### config.mk
export PLATFORM = sky130hd
export DESIGN_NAME = hw_activation_control
export DESIGN_NICKNAME = d
export VERILOG_FILES = /design/src/hw/hw_activation_pkg.sv /design/src/hw/act_timer_if.sv /design/src/hw/pin_sync.sv /design/src/hw/act_timer.sv /design/src/hw/hw_activation_control.sv
export VERILOG_INCLUDE_DIRS = /design/src /design/src/hw
export SDC_FILE = /design/constraint.sdc
export NUM_CORES = 1
export LEC_CHECK = 0
export BUFFER_PORTS_ARGS = -buffer_cell sky130_fd_sc_hd__buf_2
export CAP_MARGIN = 25
export CORE_MARGIN = 3
export CORE_UTILIZATION = 46
export CTS_CLUSTER_SIZE = 16
export DETAILED_ROUTE_END_ITERATION = 8
export PLACE_DENSITY = 0.74
export RECOVER_POWER = 100
export SLEW_MARGIN = 40
export SYNTH_ARGS = -nofsm -noshare
export SYNTH_HDL_FRONTEND = slang
export SYNTH_HIERARCHICAL = 1
export SYNTH_SLANG_ARGS = --single-unit
### constraint.sdc
create_clock -name i_mclk -period 3.6 [get_ports i_mclk]
set_input_delay 0.72 -clock i_mclk [delete_from_list [all_inputs] [get_ports i_mclk]]
set_output_delay 0.72 -clock i_mclk [all_outputs]
set_load 0.05 [all_outputs]
### src/hw/hw_activation_consts.svh
// Constants for the hardware-control activation pin logic
`ifndef HW_ACTIVATION_CONSTS_SVH
`define HW_ACTIVATION_CONSTS_SVH

// Core clock rate in MHz (10 ns period)
`define HWAC_CLK_MHZ 64'd100
// Master activation timer period in milliseconds
`define HWAC_MAT_TIME_MS 64'd15000
// Master activation timer period in core clock cycles
`define HWAC_MAT_CYCLES (`HWAC_MAT_TIME_MS * 64'd1000 * `HWAC_CLK_MHZ)
// Width of the master activation timer counter
`define HWAC_MAT_WIDTH 32
// Operating modes that carry the loop number across the line
`define HWAC_OPMODE_LOOP_A 3'h6
`define HWAC_OPMODE_LOOP_B 3'h7
// Loop number value naming the first line loop
`define HWAC_LOOP_FIRST 1'h0
// Reset value of the synchronised pins (all pins have pull-downs)
`define HWAC_PIN_RESET 1'h0
// Edges after reset before the synchronised pins are trusted
`define HWAC_SETTLE_COUNT 3'h4

// Bit positions inside the synchronised pin bundle
`define HWAC_PIN_QUIET 0
`define HWAC_PIN_REQ 1
`define HWAC_PIN_MASTER 2
`define HWAC_PIN_LOOP 3
`define HWAC_PIN_OPMODE_LO 4
`define HWAC_PIN_OPMODE_HI 6
`define HWAC_PIN_SEL_A 7
`define HWAC_PIN_SEL_B 8
`define HWAC_PIN_SEL_C 9
`define HWAC_PIN_COUNT 10

`endif

### src/hw/hw_activation_pkg.sv
// Types shared by the activation pin logic
package hw_activation_pkg;

	typedef enum logic [1:0] {
		ST_DEACTIVATED,
		ST_ACTIVATING,
		ST_ACTIVE
	} act_state_t;

endpackage : hw_activation_pkg

### src/hw/act_timer_if.sv
// Control bundle between the activation controller and its timer
interface act_timer_if;
	logic start;
	logic stop;
	logic running;
	logic expired;

	modport ctrl (
		output start,
		output stop,
		input running,
		input expired
	);

	modport timer (
		input start,
		input stop,
		output running,
		output expired
	);
endinterface : act_timer_if

### src/hw/pin_sync.sv
// Three-stage synchroniser with agreement filter for asynchronous pins
`include "hw_activation_consts.svh"
module pin_sync #(
	parameter int WIDTH = 1
) (
	input wire logic i_mclk,
	input wire logic i_rstn,
	input wire logic [WIDTH-1:0] i_pins,
	output logic [WIDTH-1:0] o_pins
);
	logic [WIDTH-1:0] s1_reg;
	logic [WIDTH-1:0] s2_reg;
	logic [WIDTH-1:0] s3_reg;
	logic [WIDTH-1:0] out_reg;
	logic [WIDTH-1:0] out_next;

	initial begin
		if (WIDTH < 1) begin
			$error("pin_sync needs WIDTH of at least 1");
		end
	end

	// A bit follows the pins only once stages two and three agree
	always_comb begin
		out_next = (s2_reg & ~(s2_reg ^ s3_reg)) | (out_reg & (s2_reg ^ s3_reg));
	end

	always_ff @(posedge i_mclk or negedge i_rstn) begin
		if (!i_rstn) begin
			s1_reg <= {WIDTH{`HWAC_PIN_RESET}};
			s2_reg <= {WIDTH{`HWAC_PIN_RESET}};
			s3_reg <= {WIDTH{`HWAC_PIN_RESET}};
			out_reg <= {WIDTH{`HWAC_PIN_RESET}};
		end else begin
			s1_reg <= i_pins;
			s2_reg <= s1_reg;
			s3_reg <= s2_reg;
			out_reg <= out_next;
		end
	end

	assign o_pins = out_reg;
endmodule : pin_sync

### src/hw/act_timer.sv
// Master activation timer: one-shot down counter with expiry pulse
`include "hw_activation_consts.svh"
module act_timer #(
	parameter int WIDTH = `HWAC_MAT_WIDTH,
	parameter longint unsigned CYCLES = `HWAC_MAT_CYCLES
) (
	input wire logic i_mclk,
	input wire logic i_rstn,
	act_timer_if.timer tmr
);
	logic [WIDTH-1:0] count_reg;
	logic [WIDTH-1:0] count_next;
	logic run_reg;
	logic run_next;
	logic exp_reg;
	logic exp_next;

	initial begin
		if (CYCLES < 1 || CYCLES > ((64'h1 << WIDTH) - 64'h1)) begin
			$error("act_timer CYCLES does not fit WIDTH");
		end
	end

	always_comb begin
		count_next = count_reg;
		run_next = run_reg;
		exp_next = 1'b0;
		if (tmr.stop) begin
			run_next = 1'b0;
		end else if (tmr.start) begin
			// Restart always reloads, so a late start cannot inherit a stale count
			count_next = WIDTH'(CYCLES - 64'h1);
			run_next = 1'b1;
		end else if (run_reg) begin
			if (count_reg == '0) begin
				run_next = 1'b0;
				exp_next = 1'b1;
			end else begin
				count_next = count_reg - WIDTH'(1);
			end
		end
	end

	always_ff @(posedge i_mclk or negedge i_rstn) begin
		if (!i_rstn) begin
			count_reg <= '0;
			run_reg <= 1'b0;
			exp_reg <= 1'b0;
		end else begin
			count_reg <= count_next;
			run_reg <= run_next;
			exp_reg <= exp_next;
		end
	end

	assign tmr.running = run_reg;
	assign tmr.expired = exp_reg;
endmodule : act_timer

### src/hw/hw_activation_control.sv
// Hardware-control-mode activation pin logic of the line transceiver
`include "hw_activation_consts.svh"
module hw_activation_control #(
	parameter longint unsigned MAT_CYCLES = `HWAC_MAT_CYCLES,
	parameter int MAT_WIDTH = `HWAC_MAT_WIDTH
) (
	input wire logic i_mclk,
	input wire logic i_rstn,
	input wire logic i_quiet,
	input wire logic i_activation_request_in,
	input wire logic i_hw_mode_select_a,
	input wire logic i_hw_mode_select_b,
	input wire logic i_hw_mode_select_c,
	input wire logic i_master_mode,
	input wire logic [2:0] i_operating_mode,
	input wire logic i_loop_number_io,
	output logic o_loop_number_io,
	output logic o_loop_number_io_oe_n,
	input wire logic i_sw_activate,
	input wire logic i_sw_deactivate,
	input wire logic i_line_wake,
	input wire logic i_train_done,
	input wire logic i_line_lost,
	input wire logic i_rx_loop_number,
	output logic o_tx_loop_number,
	output logic o_tx_loop_number_en,
	output logic o_loop_number_valid,
	output logic o_first_loop,
	output logic o_activating_flag_out,
	output logic o_activation_timeout_flag,
	output logic o_hw_control_mode,
	output logic o_deactivated,
	output logic o_active
);
	logic [`HWAC_PIN_COUNT-1:0] pins_raw;
	logic [`HWAC_PIN_COUNT-1:0] pins;
	logic quiet;
	logic req;
	logic master;
	logic loop_in;
	logic [2:0] opmode;
	logic hw_mode;
	logic loop_mode;
	logic req_prev_reg;
	logic req_prev_next;
	logic req_rise;
	logic start_req;
	logic stop_req;
	logic [2:0] settle_reg;
	logic [2:0] settle_next;
	logic settled;

	hw_activation_pkg::act_state_t state_reg;
	hw_activation_pkg::act_state_t state_next;
	logic timeout_reg;
	logic timeout_next;
	logic tx_loop_reg;
	logic tx_loop_next;
	logic tx_en_reg;
	logic tx_en_next;
	logic rx_loop_reg;
	logic rx_loop_next;
	logic pin_oe_n_reg;
	logic pin_oe_n_next;
	logic valid_reg;
	logic valid_next;
	logic first_reg;
	logic first_next;

	act_timer_if tmr_if ();

	function automatic logic is_loop_mode(input logic [2:0] mode);
		is_loop_mode = (mode == `HWAC_OPMODE_LOOP_A) || (mode == `HWAC_OPMODE_LOOP_B);
	endfunction : is_loop_mode

	initial begin
		if (MAT_WIDTH < 2 || MAT_WIDTH > 63) begin
			$error("hw_activation_control MAT_WIDTH out of range");
		end
		if (MAT_CYCLES < 1 || MAT_CYCLES > ((64'h1 << MAT_WIDTH) - 64'h1)) begin
			$error("hw_activation_control MAT_CYCLES does not fit MAT_WIDTH");
		end
		if (`HWAC_PIN_COUNT != `HWAC_PIN_SEL_C + 1) begin
			$error("hw_activation_control pin bundle size mismatch");
		end
	end

	assign pins_raw[`HWAC_PIN_QUIET] = i_quiet;
	assign pins_raw[`HWAC_PIN_REQ] = i_activation_request_in;
	assign pins_raw[`HWAC_PIN_MASTER] = i_master_mode;
	assign pins_raw[`HWAC_PIN_LOOP] = i_loop_number_io;
	assign pins_raw[`HWAC_PIN_OPMODE_HI:`HWAC_PIN_OPMODE_LO] = i_operating_mode;
	assign pins_raw[`HWAC_PIN_SEL_A] = i_hw_mode_select_a;
	assign pins_raw[`HWAC_PIN_SEL_B] = i_hw_mode_select_b;
	assign pins_raw[`HWAC_PIN_SEL_C] = i_hw_mode_select_c;

	// All asynchronous pins share one synchroniser bank
	pin_sync #(
		.WIDTH(`HWAC_PIN_COUNT)
	) u_sync (
		.i_mclk(i_mclk),
		.i_rstn(i_rstn),
		.i_pins(pins_raw),
		.o_pins(pins)
	);

	act_timer #(
		.WIDTH(MAT_WIDTH),
		.CYCLES(MAT_CYCLES)
	) u_timer (
		.i_mclk(i_mclk),
		.i_rstn(i_rstn),
		.tmr(tmr_if)
	);

	assign quiet = pins[`HWAC_PIN_QUIET];
	assign req = pins[`HWAC_PIN_REQ];
	assign master = pins[`HWAC_PIN_MASTER];
	assign loop_in = pins[`HWAC_PIN_LOOP];
	assign opmode = pins[`HWAC_PIN_OPMODE_HI:`HWAC_PIN_OPMODE_LO];

	// Decoded from the filtered selects, so one select high leaves once it has passed the filter
	assign hw_mode = ~(pins[`HWAC_PIN_SEL_A] | pins[`HWAC_PIN_SEL_B] | pins[`HWAC_PIN_SEL_C]);
	assign loop_mode = is_loop_mode(opmode);

	// Until the pin bank has filled, a reset-low master pin reads as slave
	// and would turn the loop pin into an output against the master's driver
	always_comb begin
		settle_next = settle_reg;
		if (settle_reg != `HWAC_SETTLE_COUNT) begin
			settle_next = settle_reg + 3'h1;
		end
	end
	assign settled = (settle_reg == `HWAC_SETTLE_COUNT);

	// Edge seen from two successive filtered samples
	always_comb begin
		req_prev_next = req;
	end
	assign req_rise = req & ~req_prev_reg;

	// Start and stop sources: pins in hardware mode, control inputs otherwise.
	// The slave ignores the request pin; in hardware mode it wakes only from the line.
	always_comb begin
		start_req = 1'b0;
		stop_req = 1'b0;
		if (hw_mode) begin
			stop_req = quiet;
			if (!quiet) begin
				if (master) begin
					start_req = req_rise;
				end else begin
					start_req = i_line_wake;
				end
			end
		end else begin
			stop_req = i_sw_deactivate;
			start_req = i_sw_activate | (~master & i_line_wake);
		end
		// Nothing acts on pin values still filling the synchroniser
		if (!settled) begin
			start_req = 1'b0;
			stop_req = 1'b0;
		end
	end

	// Activation state machine
	always_comb begin
		state_next = state_reg;
		timeout_next = timeout_reg;
		tmr_if.start = 1'b0;
		tmr_if.stop = 1'b0;
		case (state_reg)
			hw_activation_pkg::ST_DEACTIVATED: begin
				// Further request edges are not looked at outside this state
				if (start_req && !stop_req) begin
					state_next = hw_activation_pkg::ST_ACTIVATING;
					tmr_if.start = master;
					timeout_next = 1'b0;
				end else begin
					// A count left over from an aborted start must never fire later
					tmr_if.stop = tmr_if.running;
				end
			end
			hw_activation_pkg::ST_ACTIVATING: begin
				if (stop_req) begin
					state_next = hw_activation_pkg::ST_DEACTIVATED;
					tmr_if.stop = 1'b1;
				end else if (i_train_done) begin
					state_next = hw_activation_pkg::ST_ACTIVE;
					tmr_if.stop = 1'b1;
				end else if (tmr_if.expired) begin
					// Expiry loses to completion in the same cycle
					state_next = hw_activation_pkg::ST_DEACTIVATED;
					timeout_next = 1'b1;
				end
			end
			hw_activation_pkg::ST_ACTIVE: begin
				if (stop_req || i_line_lost) begin
					state_next = hw_activation_pkg::ST_DEACTIVATED;
				end
			end
			default: begin
				state_next = hw_activation_pkg::ST_DEACTIVATED;
				tmr_if.stop = 1'b1;
			end
		endcase
	end

	// Loop number handling
	always_comb begin
		tx_loop_next = tx_loop_reg;
		tx_en_next = 1'b0;
		rx_loop_next = rx_loop_reg;
		pin_oe_n_next = 1'b1;
		valid_next = 1'b0;
		first_next = first_reg;
		if (master) begin
			// Captured as activation starts; the pin must already be stable
			if (state_reg == hw_activation_pkg::ST_DEACTIVATED) begin
				tx_loop_next = loop_in;
			end
			tx_en_next = loop_mode && (state_next != hw_activation_pkg::ST_DEACTIVATED);
			first_next = (tx_loop_next == `HWAC_LOOP_FIRST);
		end else begin
			if (state_next == hw_activation_pkg::ST_ACTIVE) begin
				rx_loop_next = i_rx_loop_number;
				valid_next = 1'b1;
			end
			// Pin becomes an output only for a slave in hardware mode
			pin_oe_n_next = ~(hw_mode & settled);
			first_next = (rx_loop_next == `HWAC_LOOP_FIRST);
		end
	end

	always_ff @(posedge i_mclk or negedge i_rstn) begin
		if (!i_rstn) begin
			req_prev_reg <= 1'b0;
			settle_reg <= 3'h0;
		end else begin
			req_prev_reg <= req_prev_next;
			settle_reg <= settle_next;
		end
	end

	always_ff @(posedge i_mclk or negedge i_rstn) begin
		if (!i_rstn) begin
			state_reg <= hw_activation_pkg::ST_DEACTIVATED;
			timeout_reg <= 1'b0;
		end else begin
			state_reg <= state_next;
			timeout_reg <= timeout_next;
		end
	end

	always_ff @(posedge i_mclk or negedge i_rstn) begin
		if (!i_rstn) begin
			tx_loop_reg <= `HWAC_LOOP_FIRST;
			tx_en_reg <= 1'b0;
			rx_loop_reg <= `HWAC_LOOP_FIRST;
			pin_oe_n_reg <= 1'b1;
			valid_reg <= 1'b0;
			first_reg <= 1'b1;
		end else begin
			tx_loop_reg <= tx_loop_next;
			tx_en_reg <= tx_en_next;
			rx_loop_reg <= rx_loop_next;
			pin_oe_n_reg <= pin_oe_n_next;
			valid_reg <= valid_next;
			first_reg <= first_next;
		end
	end

	assign o_activating_flag_out = (state_reg == hw_activation_pkg::ST_ACTIVATING);
	assign o_deactivated = (state_reg == hw_activation_pkg::ST_DEACTIVATED);
	assign o_active = (state_reg == hw_activation_pkg::ST_ACTIVE);
	assign o_activation_timeout_flag = timeout_reg;
	assign o_hw_control_mode = hw_mode;
	assign o_tx_loop_number = tx_loop_reg;
	assign o_tx_loop_number_en = tx_en_reg;
	assign o_loop_number_io = rx_loop_reg;
	assign o_loop_number_io_oe_n = pin_oe_n_reg;
	assign o_loop_number_valid = valid_reg;
	assign o_first_loop = first_reg;
endmodule : hw_activation_control

==> run metrics <==
full die area=0.00887 mm²; cell chain of the critical path=inv_1 -> ha_1 -> nand2_1 -> a2111o_1 -> and4b_1 -> o32a_2 -> o21bai_1 -> or3_4 -> a311o_1 -> or4_1 -> a21oi_1; vias per cell=5.64; DR pass1 iterations=4; Pwr Density=566 mW/mm²; H-tree depth=3; Setup Buffers After CTS=0; Hold Path Class=register to register; met3 WL=290 µm; CP peak stage delay=0.47 ns; CTS buffer count=9; Static Leak=1.57 nW; met2 WL=3.33 mm; die height=94.2 µm; Row Count=31; starting DRC count in detailed routing=121; CP Launch Type=register; core area=0.00741 mm²; Avg Inst Size Synth=11.5 µm²; WP data required=3.88 ns; via count=2561; setup TNS=0 ns; failing checks=max-capacitance violations, max-slew violations; Placed Instances=438; IO Pins=29; # resized after CTS=0; Finished Layout Cells=454; CP Max Fanout=10; clock-pin slew on the worst setup and hold paths=0.09 ns; Critical-path top delay cell=a311o_1; outcome=finished, violations left; Root Driver=clkbuf_8; crit path DAT=3.68 ns; Die X=94.2 µm; post-route design area=0.00402 mm²; I/O Buffers=27; largest net degree at the start of global routing=84; measured slew at the worst slew-check pin=1.95 ns; Detail Route Antenna Nets=0; RSZ-0062 raised after global routing=no; max layer used=met4; share of cells above drive strength 1=0.161; CP endpoint kind=register; ant diodes=0; overall power=2.27 mW; GPL Wtd Cong=0.795; post-layout minimum cycle time=3.40 ns; clk sink count=83; cell area after synthesis=0.00358 mm²; Placement Cell Area=0.00386 mm²; Area Overhead vs Synth=12.4%; via count of the first global-routing pass=2510; GRT Overall Usage=0.168; Max VDD drop=243 µV; NumNets Final=371; GRT overflow=0; M1 WL=3.22 mm; drt drc=0; initial antenna violation count=0; Max-cap violations=1; starting density of the core=0.483; kind of critical path=register to register; Final Hold Viols=0; Synth Instances=312; Tcrit/Tclk final=0.943; Final setup viols=0; post-DP HPWL=4.75 mm; worst skew pair latency=0.35 ns; Worst slew margin=-0.303; max-slew violations=84; Bufs on Longest Clock Path=2; Max Clock Skew=0.0123 ns; syn nets=333; Max Clk Rate=295 MHz; Yosys warning total=6; cts hold-fix bufs=0; drt wl/cell=15.1 µm; first-pass GRT wire length=11.8 mm; CTS tree=yes; Total Wirelength=6.87 mm
layer usage:
metal  vias to the layer above  global-route usage
met2                        47               0.270
met3                         4              0.0505
li1                       1241                   -
met4                         0              0.0373
met1                      1269               0.226
met5                         -                   0
cell usage in the layout, fill, tap and decap left out, types with 4 or more instances in the layout:
cell type	instances
inv_1	9
buf_4	5
clkbuf_1	16
maj3_1	8
a21oi_1	14
nor4_1	5
nand2b_1	4
dfrtp_1	81
or4_1	10
nand3_1	13
or3_1	6
nand2_1	21
a311oi_1	4
nor3_1	12
o31ai_1	9
clkbuf_8	10
buf_2	15
a31oi_1	5
o21ai_0	11
nor2_1	19
xnor2_1	5
worst paths after layout:
kind / slack, ns / to / startpoint / cells after the start
max: 0.20 / u_timer/count_reg[31] / settle_reg[0] / 11
min: 0.35 / u_sync/s2_reg[3] / u_sync/s1_reg[3] / 0
max reg2reg: 0.20 / u_timer/count_reg[31] / settle_reg[0] / 11
min reg2reg: 0.35 / u_sync/s2_reg[3] / u_sync/s1_reg[3] / 0
max in group asynchronous: 1.53 / u_sync/s2_reg[7] / i_rstn / 1
min in group asynchronous: 0.91 / u_sync/s2_reg[2] / i_rstn / 1
final cells by class:
class | count | area, µm²
sequential | 83 | 2080
multi-input combinational | 207 | 1380
inverter | 11 | 50.0
timing repair buffer | 38 | 185
fill | 658 | 3390
clock inverter | 6 | 68.8
clock buffer | 10 | 138
tap | 99 | 124
stage by stage:
| stage | setup slack [ns] | hold slack [ns] | utilization |
|---|---|---|---|
| after floorplan | 0.249 | 0.331 | - |
| after global placement | 0.179 | 0.332 | 0.521 |
| after detailed placement | 0.0720 | 0.335 | 0.522 |
| after CTS | 0.117 | 0.353 | 0.549 |
| after global routing | 0.0171 | 0.367 | 0.543 |
| final | 0.204 | 0.350 | 0.543 |
where the power goes:
| group | internal [mW] | total, mW | leakage (nW) | switching, mW |
|---|---|---|---|---|
| sequential | 1.05 | 1.16 | 0.960 | 0.110 |
| combinational | 0.152 | 0.425 | 0.509 | 0.273 |
| clock | 0.346 | 0.690 | 0.104 | 0.344 |
| total | 1.55 | 2.27 | 1.57 | 0.727 |
worst max-delay path: cells and delay by family (launching register included):
| family | cells | cell delay [ns] |
|---|---|---|
| buffers and inverters | 1 | 0.09 |
| DFF | 1 | 0.39 |
| adders and majority gates | 1 | 0.23 |
| and+or+nand+nor | 4 | 1.22 |
| AOI/OAI and AO/OA | 5 | 1.39 |
Power figures use the tool's default switching activity.
